File: config.mk
export PLATFORM = sky130hd
export DESIGN_NAME = rfsyn_top
export DESIGN_NICKNAME = d
export VERILOG_FILES = /design/src/verilog/rfsyn_pkg.sv /design/src/verilog/rfsyn_top.sv /design/src/verilog/rfsyn_regmem.sv
export VERILOG_INCLUDE_DIRS = /design/src /design/src/verilog
export SDC_FILE = /design/constraint.sdc
export NUM_CORES = 1
export LEC_CHECK = 0
export ABC_AREA = 1
export BUFFER_PORTS_ARGS = -buffer_cell sky130_fd_sc_hd__buf_2
export CAP_MARGIN = 5
export CORE_ASPECT_RATIO = 0.5
export CORE_UTILIZATION = 61
export DETAILED_ROUTE_END_ITERATION = 12
export PLACE_DENSITY_LB_ADDON = 0.05
export SLEW_MARGIN = 0
export SYNTH_ARGS = -nofsm -noshare
export SYNTH_HDL_FRONTEND = slang
export SYNTH_SLANG_ARGS = --single-unit
File: constraint.sdc
create_clock -name i_clock -period 3.5 [get_ports i_clock]
set_input_delay 0.175 -clock i_clock [delete_from_list [all_inputs] [get_ports i_clock]]
set_output_delay 0.175 -clock i_clock [all_outputs]
set_load 0.1 [all_outputs]
File: src/verilog/rfsyn_params.svh
// Constants for the synthesizer and clock control block.
// Assumes a 100 MHz core clock taken from the crystal oscillator.
// How it works
// - Synthesizer step is reference over 2^19; word drives 19-bit modulator.
// - Carrier word is 24 bits over three bytes, high byte lowest.
// - New frequency is applied only when the low byte is written.
// - Fast hop bit lets the host retune without a relock.
// - Crystal clock is both synthesizer reference and the logic clock.
// - Synthesizer starts by itself once the oscillator is stable.
// - Pin five carries the reference divided by 2, 4, 8, 16 or 32.
// - Clock output on at reset, stopped while asleep.
// - Low supply flag raised when supply falls under programmed threshold.
// - Low supply flag can be mapped onto any general pin.
// - Each synthesizer variant has four bandwidth presets.
// - Low noise synthesizer only in transmit; receive uses low power one.
// - Mode sequencer walks intermediate modes and calibrations quickly.
// - All configuration registers are readable and writable over SPI.
// - Transmit and receive are never enabled together.
// - Sleep timing uses an RC oscillator calibrated at power-up.
`ifndef RFSYN_PARAMS_SVH
`define RFSYN_PARAMS_SVH

`define RFSYN_ADDR_OPMODE 7'h01
`define RFSYN_ADDR_FRF_HI 7'h06
`define RFSYN_ADDR_FRF_MID 7'h07
`define RFSYN_ADDR_FRF_LO 7'h08
`define RFSYN_ADDR_PLL 7'h0A
`define RFSYN_ADDR_LOWBAT 7'h3D
`define RFSYN_ADDR_MAP1 7'h40
`define RFSYN_ADDR_MAP2 7'h41
`define RFSYN_ADDR_STATUS 7'h42
`define RFSYN_ADDR_HOP 7'h44

`define RFSYN_RST_OPMODE 8'h01
`define RFSYN_RST_FRF 24'h000000
`define RFSYN_RST_PLL 8'h00
`define RFSYN_RST_LOWBAT 8'h02
`define RFSYN_RST_MAP 8'h00
`define RFSYN_RST_HOP 8'h00

`define RFSYN_MODE_SLEEP 3'h0
`define RFSYN_MODE_STBY 3'h1
`define RFSYN_MODE_FSTX 3'h2
`define RFSYN_MODE_TX 3'h3
`define RFSYN_MODE_FSRX 3'h4
`define RFSYN_MODE_RX 3'h5

`define RFSYN_HOP_BIT 7
`define RFSYN_LOWBAT_EN_BIT 3
`define RFSYN_STAT_LOWBAT_BIT 2
`define RFSYN_PIN_CLK 2'h0
`define RFSYN_PIN_LOWBAT 2'h3
`define RFSYN_MOD_FRAC_BITS 19

`define RFSYN_CLK_PERIOD_NS 10
`define RFSYN_OSC_START_NS 250000
`define RFSYN_PLL_LOCK_NS 10000
`define RFSYN_RC_CAL_NS 5000
`define RFSYN_OSC_CYCLES \
    ((`RFSYN_OSC_START_NS + `RFSYN_CLK_PERIOD_NS - 1) / `RFSYN_CLK_PERIOD_NS)
`define RFSYN_PLL_CYCLES \
    ((`RFSYN_PLL_LOCK_NS + `RFSYN_CLK_PERIOD_NS - 1) / `RFSYN_CLK_PERIOD_NS)
`define RFSYN_RC_CYCLES \
    ((`RFSYN_RC_CAL_NS + `RFSYN_CLK_PERIOD_NS - 1) / `RFSYN_CLK_PERIOD_NS)

`endif

File: src/verilog/rfsyn_pkg.sv
// Types shared by the synthesizer control block.
// Assumes rfsyn_params.svh carries all numeric constants.
package rfsyn_pkg;

    typedef enum logic [6:0] {
        RFSYN_OSC = 7'h01,
        RFSYN_SLEEP = 7'h02,
        RFSYN_STBY = 7'h04,
        RFSYN_LOCK = 7'h08,
        RFSYN_FS = 7'h10,
        RFSYN_TX = 7'h20,
        RFSYN_RX = 7'h40
    } rfsyn_seq_t;

    typedef struct packed {
        logic [2:0] s_nss_n;
        logic [2:0] s_sck;
        logic [2:0] s_mosi;
        logic nss_n;
        logic sck;
        logic mosi;
        logic [2:0] bit_cnt;
        logic first;
        logic wnr;
        logic [6:0] addr;
        logic [7:0] sh_in;
        logic [7:0] sh_out;
    } rfsyn_spi_t;

    typedef struct packed {
        rfsyn_spi_t spi;
        logic [7:0] opmode;
        logic [7:0] frf_hi;
        logic [7:0] frf_mid;
        logic [7:0] pll_cfg;
        logic [7:0] lowbat;
        logic [7:0] map1;
        logic [7:0] map2;
        logic [7:0] hop;
        logic [23:0] carrier;
        logic carrier_upd;
        logic lowbat_flag;
        logic osc_ready;
        logic pll_locked;
        logic rc_done;
        rfsyn_seq_t seq;
        logic [15:0] cnt;
        logic [15:0] rc_cnt;
        logic [4:0] div;
        logic [2:0] s_lowcmp;
        logic lowcmp;
        logic [5:0] dio;
        logic tx_en;
        logic rx_en;
        logic pll_en;
        logic osc_en;
        logic pll_low_noise;
    } rfsyn_state_t;

endpackage

File: src/verilog/rfsyn_top.sv
// SPI register port, mode sequencer, carrier word and clock output.
// Assumes i_clock is the crystal clock and SPI pins are asynchronous.
`timescale 1ns/1ps
`include "rfsyn_params.svh"
module rfsyn_top #(
    parameter logic [15:0] OSC_CYCLES = 16'(`RFSYN_OSC_CYCLES),
    parameter logic [15:0] PLL_CYCLES = 16'(`RFSYN_PLL_CYCLES),
    parameter logic [15:0] RC_CYCLES = 16'(`RFSYN_RC_CYCLES)
) (
    input wire logic i_clock,
    input wire logic i_rst,
    input wire logic i_spi_nss_n,
    input wire logic i_spi_sck,
    input wire logic i_spi_mosi,
    input wire logic i_low_supply_cmp,
    output logic o_spi_miso,
    output logic [5:0] o_dio,
    output logic [23:0] o_carrier_word,
    output logic o_carrier_update,
    output logic o_fast_hop_enable,
    output logic o_osc_en,
    output logic o_pll_en,
    output logic o_pll_locked,
    output logic o_pll_low_noise,
    output logic [1:0] o_pll_bandwidth,
    output logic o_tx_en,
    output logic o_rx_en,
    output logic [2:0] o_low_supply_trim,
    output logic o_rc_cal_done
);
    rfsyn_pkg::rfsyn_state_t q_ff;
    rfsyn_pkg::rfsyn_state_t nxt_q;
    logic mem_we;
    logic [7:0] mem_rdata;

    rfsyn_regmem #(.AW(7), .DW(8)) rfsyn_regmem_i (
        .i_clock(i_clock),
        .i_we(mem_we),
        .i_waddr(q_ff.spi.addr),
        .i_wdata({q_ff.spi.sh_in[6:0], q_ff.spi.mosi}),
        .i_raddr(q_ff.spi.addr),
        .o_rdata(mem_rdata)
    );

    // Pin mapping: code 3 routes the low supply flag, pin five code 0
    // carries the clock output
    function automatic logic pin_level(input logic [1:0] code,
                                       input logic is_five,
                                       input logic clk_bit,
                                       input logic low_flag);
        logic v;
        v = 1'b0;
        if (code == `RFSYN_PIN_LOWBAT) begin
            v = low_flag;
        end else if (is_five && code == `RFSYN_PIN_CLK) begin
            v = clk_bit;
        end
        return v;
    endfunction

    always_comb begin
        logic nss_f;
        logic sck_f;
        logic mosi_f;
        logic [7:0] byte_in;
        logic [7:0] rd_byte;
        logic relock;
        logic [2:0] tgt;
        logic tgt_synth;
        logic tgt_tx;
        logic clk_bit;
        logic [2:0] csel;
        nxt_q = q_ff;
        mem_we = 1'b0;
        relock = 1'b0;
        nxt_q.carrier_upd = 1'b0;
        nss_f = q_ff.spi.nss_n;
        sck_f = q_ff.spi.sck;
        mosi_f = q_ff.spi.mosi;
        // A change counts once the second and third stages agree
        nxt_q.spi.s_nss_n = {q_ff.spi.s_nss_n[1:0], i_spi_nss_n};
        nxt_q.spi.s_sck = {q_ff.spi.s_sck[1:0], i_spi_sck};
        nxt_q.spi.s_mosi = {q_ff.spi.s_mosi[1:0], i_spi_mosi};
        nxt_q.s_lowcmp = {q_ff.s_lowcmp[1:0], i_low_supply_cmp};
        if (q_ff.spi.s_nss_n[1] == q_ff.spi.s_nss_n[2]) begin
            nss_f = q_ff.spi.s_nss_n[2];
        end
        if (q_ff.spi.s_sck[1] == q_ff.spi.s_sck[2]) begin
            sck_f = q_ff.spi.s_sck[2];
        end
        if (q_ff.spi.s_mosi[1] == q_ff.spi.s_mosi[2]) begin
            mosi_f = q_ff.spi.s_mosi[2];
        end
        if (q_ff.s_lowcmp[1] == q_ff.s_lowcmp[2]) begin
            nxt_q.lowcmp = q_ff.s_lowcmp[2];
        end
        nxt_q.spi.nss_n = nss_f;
        nxt_q.spi.sck = sck_f;
        nxt_q.spi.mosi = mosi_f;
        byte_in = {q_ff.spi.sh_in[6:0], mosi_f};

        // Read mux: shadowed bytes from flops, the rest from storage
        unique case (q_ff.spi.addr)
            `RFSYN_ADDR_OPMODE: rd_byte = q_ff.opmode;
            `RFSYN_ADDR_FRF_HI: rd_byte = q_ff.frf_hi;
            `RFSYN_ADDR_FRF_MID: rd_byte = q_ff.frf_mid;
            `RFSYN_ADDR_FRF_LO: rd_byte = q_ff.carrier[7:0];
            `RFSYN_ADDR_PLL: rd_byte = q_ff.pll_cfg;
            `RFSYN_ADDR_LOWBAT: rd_byte = q_ff.lowbat;
            `RFSYN_ADDR_MAP1: rd_byte = q_ff.map1;
            `RFSYN_ADDR_MAP2: rd_byte = q_ff.map2;
            `RFSYN_ADDR_HOP: rd_byte = q_ff.hop;
            `RFSYN_ADDR_STATUS: rd_byte = {4'h0, q_ff.rc_done,
                q_ff.lowbat_flag, q_ff.pll_locked, q_ff.osc_ready};
            default: rd_byte = mem_rdata;
        endcase

        // SPI mode 0: sample on rising SCK, shift out on falling SCK
        if (nss_f) begin
            nxt_q.spi.bit_cnt = 3'h0;
            nxt_q.spi.first = 1'b1;
            nxt_q.spi.sh_out = 8'h00;
        end else if (sck_f && !q_ff.spi.sck) begin
            nxt_q.spi.sh_in = byte_in;
            nxt_q.spi.bit_cnt = q_ff.spi.bit_cnt + 3'h1;
            if (q_ff.spi.bit_cnt == 3'h7) begin
                if (q_ff.spi.first) begin
                    nxt_q.spi.first = 1'b0;
                    nxt_q.spi.wnr = byte_in[7];
                    nxt_q.spi.addr = byte_in[6:0];
                end else begin
                    nxt_q.spi.addr = q_ff.spi.addr + 7'h01;
                    if (q_ff.spi.wnr) begin
                        mem_we = 1'b1;
                        unique case (q_ff.spi.addr)
                            `RFSYN_ADDR_OPMODE: nxt_q.opmode = byte_in;
                            `RFSYN_ADDR_FRF_HI: nxt_q.frf_hi = byte_in;
                            `RFSYN_ADDR_FRF_MID: nxt_q.frf_mid = byte_in;
                            `RFSYN_ADDR_FRF_LO: begin
                                nxt_q.carrier = {q_ff.frf_hi,
                                    q_ff.frf_mid, byte_in};
                                nxt_q.carrier_upd = 1'b1;
                                // Without fast hop a retune needs relock
                                relock = !q_ff.hop[`RFSYN_HOP_BIT];
                            end
                            `RFSYN_ADDR_PLL: nxt_q.pll_cfg = byte_in;
                            `RFSYN_ADDR_LOWBAT: nxt_q.lowbat = byte_in;
                            `RFSYN_ADDR_MAP1: nxt_q.map1 = byte_in;
                            `RFSYN_ADDR_MAP2: nxt_q.map2 = byte_in;
                            `RFSYN_ADDR_HOP: nxt_q.hop = byte_in;
                            `RFSYN_ADDR_STATUS: begin
                                if (byte_in[`RFSYN_STAT_LOWBAT_BIT]) begin
                                    nxt_q.lowbat_flag = 1'b0;
                                end
                            end
                            default: ;
                        endcase
                    end
                end
            end
        end else if (!sck_f && q_ff.spi.sck) begin
            if (q_ff.spi.bit_cnt == 3'h0 && !q_ff.spi.first &&
                !q_ff.spi.wnr) begin
                nxt_q.spi.sh_out = rd_byte;
            end else begin
                nxt_q.spi.sh_out = {q_ff.spi.sh_out[6:0], 1'b0};
            end
        end

        // Set wins over the software clear
        if (q_ff.lowcmp && q_ff.lowbat[`RFSYN_LOWBAT_EN_BIT]) begin
            nxt_q.lowbat_flag = 1'b1;
        end

        // RC oscillator calibrates once after power-up
        if (!q_ff.rc_done) begin
            nxt_q.rc_cnt = q_ff.rc_cnt + 16'h0001;
            if (q_ff.rc_cnt == RC_CYCLES - 16'h0001) begin
                nxt_q.rc_done = 1'b1;
            end
        end

        // Mode sequencer
        tgt = q_ff.opmode[2:0];
        tgt_synth = tgt >= `RFSYN_MODE_FSTX && tgt <= `RFSYN_MODE_RX;
        tgt_tx = tgt == `RFSYN_MODE_FSTX || tgt == `RFSYN_MODE_TX;
        nxt_q.cnt = q_ff.cnt + 16'h0001;
        unique case (q_ff.seq)
            rfsyn_pkg::RFSYN_OSC: begin
                if (q_ff.cnt == OSC_CYCLES - 16'h0001) begin
                    nxt_q.osc_ready = 1'b1;
                    nxt_q.seq = rfsyn_pkg::RFSYN_LOCK;
                    nxt_q.cnt = 16'h0000;
                end
            end
            rfsyn_pkg::RFSYN_SLEEP: begin
                nxt_q.cnt = 16'h0000;
                if (tgt != `RFSYN_MODE_SLEEP) begin
                    nxt_q.seq = rfsyn_pkg::RFSYN_OSC;
                end
            end
            rfsyn_pkg::RFSYN_STBY: begin
                nxt_q.cnt = 16'h0000;
                if (tgt == `RFSYN_MODE_SLEEP) begin
                    nxt_q.seq = rfsyn_pkg::RFSYN_SLEEP;
                    nxt_q.osc_ready = 1'b0;
                end else if (tgt_synth) begin
                    nxt_q.seq = rfsyn_pkg::RFSYN_LOCK;
                end
            end
            rfsyn_pkg::RFSYN_LOCK: begin
                if (q_ff.cnt == PLL_CYCLES - 16'h0001) begin
                    nxt_q.cnt = 16'h0000;
                    nxt_q.seq = tgt_synth ? rfsyn_pkg::RFSYN_FS :
                        rfsyn_pkg::RFSYN_STBY;
                end
            end
            rfsyn_pkg::RFSYN_FS: begin
                nxt_q.cnt = 16'h0000;
                if (!tgt_synth) begin
                    nxt_q.seq = rfsyn_pkg::RFSYN_STBY;
                end else if (relock) begin
                    nxt_q.seq = rfsyn_pkg::RFSYN_LOCK;
                end else if (tgt == `RFSYN_MODE_TX) begin
                    nxt_q.seq = rfsyn_pkg::RFSYN_TX;
                end else if (tgt == `RFSYN_MODE_RX) begin
                    nxt_q.seq = rfsyn_pkg::RFSYN_RX;
                end
            end
            rfsyn_pkg::RFSYN_TX, rfsyn_pkg::RFSYN_RX: begin
                nxt_q.cnt = 16'h0000;
                // Crossing directions always relocks, so the two
                // enables can never overlap
                if (!tgt_synth) begin
                    nxt_q.seq = rfsyn_pkg::RFSYN_STBY;
                end else if (relock || (tgt_tx !=
                    (q_ff.seq == rfsyn_pkg::RFSYN_TX))) begin
                    nxt_q.seq = rfsyn_pkg::RFSYN_LOCK;
                end else if (tgt == `RFSYN_MODE_FSTX ||
                    tgt == `RFSYN_MODE_FSRX) begin
                    nxt_q.seq = rfsyn_pkg::RFSYN_FS;
                end
            end
        endcase
        nxt_q.osc_en = nxt_q.seq != rfsyn_pkg::RFSYN_SLEEP;
        nxt_q.pll_en = nxt_q.seq == rfsyn_pkg::RFSYN_LOCK ||
            nxt_q.seq == rfsyn_pkg::RFSYN_FS ||
            nxt_q.seq == rfsyn_pkg::RFSYN_TX ||
            nxt_q.seq == rfsyn_pkg::RFSYN_RX;
        nxt_q.pll_locked = nxt_q.pll_en &&
            nxt_q.seq != rfsyn_pkg::RFSYN_LOCK;
        nxt_q.tx_en = nxt_q.seq == rfsyn_pkg::RFSYN_TX;
        nxt_q.rx_en = nxt_q.seq == rfsyn_pkg::RFSYN_RX;
        // Low noise variant only while heading for transmit
        nxt_q.pll_low_noise = nxt_q.pll_en && tgt_tx &&
            q_ff.pll_cfg[0];

        // Clock output: fastest from a flop is half the reference
        nxt_q.div = q_ff.div + 5'h01;
        csel = q_ff.map2[2:0];
        clk_bit = 1'b0;
        if (csel <= 3'h4 && q_ff.seq != rfsyn_pkg::RFSYN_SLEEP) begin
            clk_bit = q_ff.div[csel];
        end
        for (int i = 0; i < 4; i++) begin
            nxt_q.dio[i] = pin_level(q_ff.map1[2*i +: 2], 1'b0, 1'b0,
                q_ff.lowbat_flag);
        end
        nxt_q.dio[4] = pin_level(q_ff.map2[7:6], 1'b0, 1'b0,
            q_ff.lowbat_flag);
        nxt_q.dio[5] = pin_level(q_ff.map2[5:4], 1'b1, clk_bit,
            q_ff.lowbat_flag);
    end

    always_ff @(posedge i_clock) begin
        if (i_rst) begin
            q_ff <= '0;
            q_ff.spi.s_nss_n <= 3'h7;
            q_ff.spi.nss_n <= 1'b1;
            q_ff.spi.first <= 1'b1;
            q_ff.opmode <= `RFSYN_RST_OPMODE;
            q_ff.frf_hi <= 8'(`RFSYN_RST_FRF >> 16);
            q_ff.frf_mid <= 8'(`RFSYN_RST_FRF >> 8);
            q_ff.carrier <= `RFSYN_RST_FRF;
            q_ff.pll_cfg <= `RFSYN_RST_PLL;
            q_ff.lowbat <= `RFSYN_RST_LOWBAT;
            q_ff.map1 <= `RFSYN_RST_MAP;
            q_ff.map2 <= `RFSYN_RST_MAP;
            q_ff.hop <= `RFSYN_RST_HOP;
            q_ff.seq <= rfsyn_pkg::RFSYN_OSC;
            q_ff.osc_en <= 1'b1;
        end else begin
            q_ff <= nxt_q;
        end
    end

    // Word feeds a modulator with MOD_FRAC_BITS fractional bits
    assign o_spi_miso = q_ff.spi.sh_out[7];
    assign o_dio = q_ff.dio;
    assign o_carrier_word = q_ff.carrier;
    assign o_carrier_update = q_ff.carrier_upd;
    assign o_fast_hop_enable = q_ff.hop[`RFSYN_HOP_BIT];
    assign o_osc_en = q_ff.osc_en;
    assign o_pll_en = q_ff.pll_en;
    assign o_pll_locked = q_ff.pll_locked;
    assign o_pll_low_noise = q_ff.pll_low_noise;
    assign o_pll_bandwidth = q_ff.pll_cfg[2:1];
    assign o_tx_en = q_ff.tx_en;
    assign o_rx_en = q_ff.rx_en;
    assign o_low_supply_trim = q_ff.lowbat[2:0];
    assign o_rc_cal_done = q_ff.rc_done;
endmodule

File: src/verilog/rfsyn_regmem.sv
// Byte-wide register storage with a registered read port.
// Assumes one writer and one reader on the same clock.
`timescale 1ns/1ps
module rfsyn_regmem #(
    parameter int AW = 7,
    parameter int DW = 8
) (
    input wire logic i_clock,
    input wire logic i_we,
    input wire logic [AW-1:0] i_waddr,
    input wire logic [DW-1:0] i_wdata,
    input wire logic [AW-1:0] i_raddr,
    output logic [DW-1:0] o_rdata
);
    logic [DW-1:0] mem_ff [0:(1<<AW)-1];

    // No reset: unwritten bytes read undefined until software sets them
    always_ff @(posedge i_clock) begin
        if (i_we) begin
            mem_ff[i_waddr] <= i_wdata;
        end
        o_rdata <= mem_ff[i_raddr];
    end
endmodule

==> qor.csv <==
stage;metric;value;unit
run_status;status;complete, no violations;
die;dieArea;78810;um^2
pwr;power.switching;5.263;mW
yosys;synth_edf_count;1024;
yosys;synth_ff_type;edfxtp_1;
drt;drtPass1Iterations;6;
cts;cts_root_buf;clkbuf_16;
pwr;vdd_ir_drop_max;0.0004065;V
die;start_util;62.34;%
final_layout;final_util;69.66;%
yosys;syn_avg_cell_area;12.40;um^2
global_route;grt_pass1_vias;29610;
yosys;synth_area;47350;um^2
cts;clk_latency;0.72;ns
yosys;yosysSeqAreaShare;73.36;%
drt;num_vias;31250;
cts;cts.sinks;1223;
yosys;synth_top_area_share;64.94;%
cts;cts_made_buffers;100;
cts;clockBufferDepth;3;
pwr;p_leak;16.96;nW
critical_path;crit_slowest_cell;dfxtp_1;
timing;hold_viol;0;
critical_path;crit_required;4.08;ns
critical_path;cp_cell_sequence;inv_2, nand3_4, inv_4, buf_12, buf_4, a221oi_1, nand4_1, nand2_1, nand2_1, nor2_1, nand2_1, nor2_1, nand2_1;
die;fp.coreArea;75950;um^2
timing;finalClockSkew;0.04023;ns
yosys;synth_top_area_cell;edfxtp_1;
pwr;clkPwrFrac;42.8;%
yosys;synth-compound-area-share;9.265;%
yosys;synth-xor-area-share;0.2378;%
critical_path;crit_fanout;43;
timing;min_period;3.416;ns
flow_run;drv_cap;0;
pwr;fin_total_pwr;27.36;mW
pwr;switching_share;19.24;%
cts;clk_pin_slew;0.07;ns
drt;wl_per_cell;25.58;um
min_path;hp-class;in -> reg;
die;die_h;199;um
yosys;yosysWarnings;0;
timing;tns;0;ns
drt;drt_iter0_drc;4239;
global_route;grt.overflow.total;0;
yosys;synth_mux_area_share;0;%
yosys;synth-simple-area-share;12.51;%
timing;drv_slew;0;
global_route;grt_pass1_wl;190800;um
die;num_io_pins;51;
placement;dp_hpwl;79970;um
global_route;grt.total_usage;33.25;%
final_layout;area_growth;11.75;%
drt;drt-total-wl;129300;um
yosys;synth_seq_cells;1223;
yosys;netlist_instances;3818;
critical_path;critical_path.endpoint_type;flip-flop;
timing;worst_pin_slew;1.048;ns
pwr;p_per_area;517.0;nW/um^2
timing;rsz0062_at_grt;false;
timing;finalCritPeriodShare;97.61;%
placement;io_buffers;50;
critical_path;worstSetupPathType;reg -> reg;
yosys;netlist_top_cells_area;edfxtp_1 (65%), dfxtp_1 (8.4%), nand2_1 (6.6%), nor2_1 (2.4%), a22oi_1 (2.3%);
critical_path;crit_arrival;4.00;ns
final_layout;layout_common_cells;edfxtp_1 (1024), nand2_1 (827), nor2_1 (301);
global_route;antenna_found_initial;2;
drt;ant_nets;0;
critical_path;slowest_delay;0.65;ns
yosys;netlist-cell-type-count;56;
final_layout;fin_nets;3963;
drt;drc_errors;0;
pwr;internal-power;22.09;mW
cts;cts_setup_buffers;0;
final_layout;instances_no_fill;5055;
timing;setup_viol;0;
timing;relSlewSlack;30.11;%
final_layout;final_common_cell;edfxtp_1;
final_layout;drive_gt1_share;10.59;%
yosys;yosys.area_share.adder;0.2643;%
global_route;grt_max_degree;110;
pwr;seq_power_share;56.9;%
die;die_width;396.0;um
yosys;synth_fp_nets;3834;
timing;max_freq;292.7;MHz
cts;cts_tree;built;
yosys;synth_top_family_by_area;simple AND/OR/NAND/NOR gates;
die;row_count;71;
critical_path;crit_path_start_kind;flip-flop;
critical_path;crit_top_cell;nand2_1;
drt;via_per_inst;6.183;
cts;cts.htree.levels;3;
yosys;async_flop_share;0;%
placement;place_congestion;0.9410;
placement;dp.cells;4862;
pwr;power_frac_comb;0.3;%
==> metrics by stage <==
step	setup slack, ns	instance area (um^2)	hold slack, ns
after floorplan	0.7993	47350	0.2788
after global placement	0.2573	49480	0.3621
after detailed placement	0.2083	49480	0.3627
after CTS	0.1956	52910	0.1836
after global routing	0.006477	52910	0.2256
final	0.08374	52910	0.2138
==> logic make-up after synthesis <==
| logic type | count (synthesis) |
|---|---|
| flip-flops | 1223 |
| adder cells (fa/ha/maj) | 10 |
| buffers and inverters | 487 |
| AND/OR/NAND/NOR | 1405 |
| XOR/XNOR | 12 |
| AO/OA/AOI/OAI | 681 |
==> cell usage after synthesis, types with 2 or more instances <==
| library cell | count |
|---|---|
| xor2_1 | 9 |
| and3_1 | 19 |
| nand3_2 | 4 |
| a221oi_1 | 103 |
| o31ai_1 | 3 |
| o21ai_1 | 2 |
| nand3b_1 | 3 |
| a22o_1 | 24 |
| buf_4 | 39 |
| nor3_1 | 31 |
| nand2_2 | 4 |
| nand3_1 | 76 |
| o21a_1 | 3 |
| or2_2 | 4 |
| nor2_1 | 303 |
| nand4_1 | 111 |
| inv_2 | 12 |
| nor2_2 | 3 |
| dfxtp_1 | 199 |
| edfxtp_1 | 1024 |
| xnor2_1 | 2 |
| buf_2 | 72 |
| ha_1 | 10 |
| buf_1 | 14 |
| o22ai_1 | 21 |
| nor4_1 | 9 |
| o21ai_0 | 179 |
| a21oi_1 | 175 |
| a22oi_1 | 144 |
| nor2_4 | 5 |
| inv_1 | 271 |
| o2111a_1 | 2 |
| nand2_1 | 827 |
| o211ai_1 | 6 |
| o2111ai_1 | 8 |
| clkbuf_1 | 77 |
==> flip-flops by register name, summed over array words and instances, names as in the netlist <==
signal and cells:
rfsyn_regmem_i.o_rdata 8, o_rx_en 1, o_carrier_word 24, nxt_q 8, o_pll_locked 1, o_pll_bandwidth 2, rfsyn_regmem_i.mem_ff 1024, o_tx_en 1
o_carrier_update 1, o_low_supply_trim 3, o_pll_low_noise 1, o_osc_en 1, o_dio 6, o_spi_miso 1, q_ff 138, o_fast_hop_enable 1
o_pll_en 1, o_rc_cal_done 1
==> routing by layer <==
metal	wire, um	GRT usage [%]	vias to the layer above
met3	15950	8.863	184
met5	7	0	-
li1	-	-	13960
met1	53110	48.56	15330
met4	2851	7.951	2
met2	57400	50.10	1775
==> path summary, 6_finish.rpt <==
check | start | endpoint | slack, ns | cells past startpoint
max reg2reg | q_ff[170] | rfsyn_regmem_i.o_rdata[1] | 0.08 | 13
max | q_ff[170] | rfsyn_regmem_i.o_rdata[1] | 0.08 | 13
min reg2reg | nxt_q[190] | nxt_q[191] | 0.40 | 1
min | i_low_supply_cmp | nxt_q[13] | 0.21 | 4
==> worst max-delay path: cells and delay by family, from the launching register on <==
| family | cells | cell delay, ns |
|---|---|---|
| AND/OR/NAND/NOR | 8 | 1.29 |
| AO/OA/AOI/OAI | 1 | 0.27 |
| buffers and inverters | 4 | 1.01 |
| flip-flops | 1 | 0.65 |
==> power groups by stage <==
stage          logic [mW]  clock network, mW  registers (mW)
3_5_place_dp       0.0914                  0            15.9
6_report           0.0950               11.7            15.6
5_1_grt             0.110               12.4            15.5
3_3_place_gp       0.0891                  0            15.9
4_1_cts            0.0955               11.8            15.6
2_1_floorplan      0.0721                  0            15.9
==> area by class of cell <==
class                      count  area, um^2
sequential                  1223       34760
fill                        5328       23040
multi-input combinational   2108       10560
clock buffer                 126        2703
timing repair buffer         229        1844
tap                         1022        1279
inverter                     285        1085
clock inverter                61       674.4
antenna                        1       2.502
==> what timing repair did <==
| action | 4_1_cts | 5_1_grt |
|---|---|---|
| endpoints found under the hold margin | 18 | 0 |
| hold buffers | 5 | 0 |
| setup endpoints to repair | 0 | 1 |
| resized for setup | 0 | 1 |
Power figures use the tool's default switching activity.
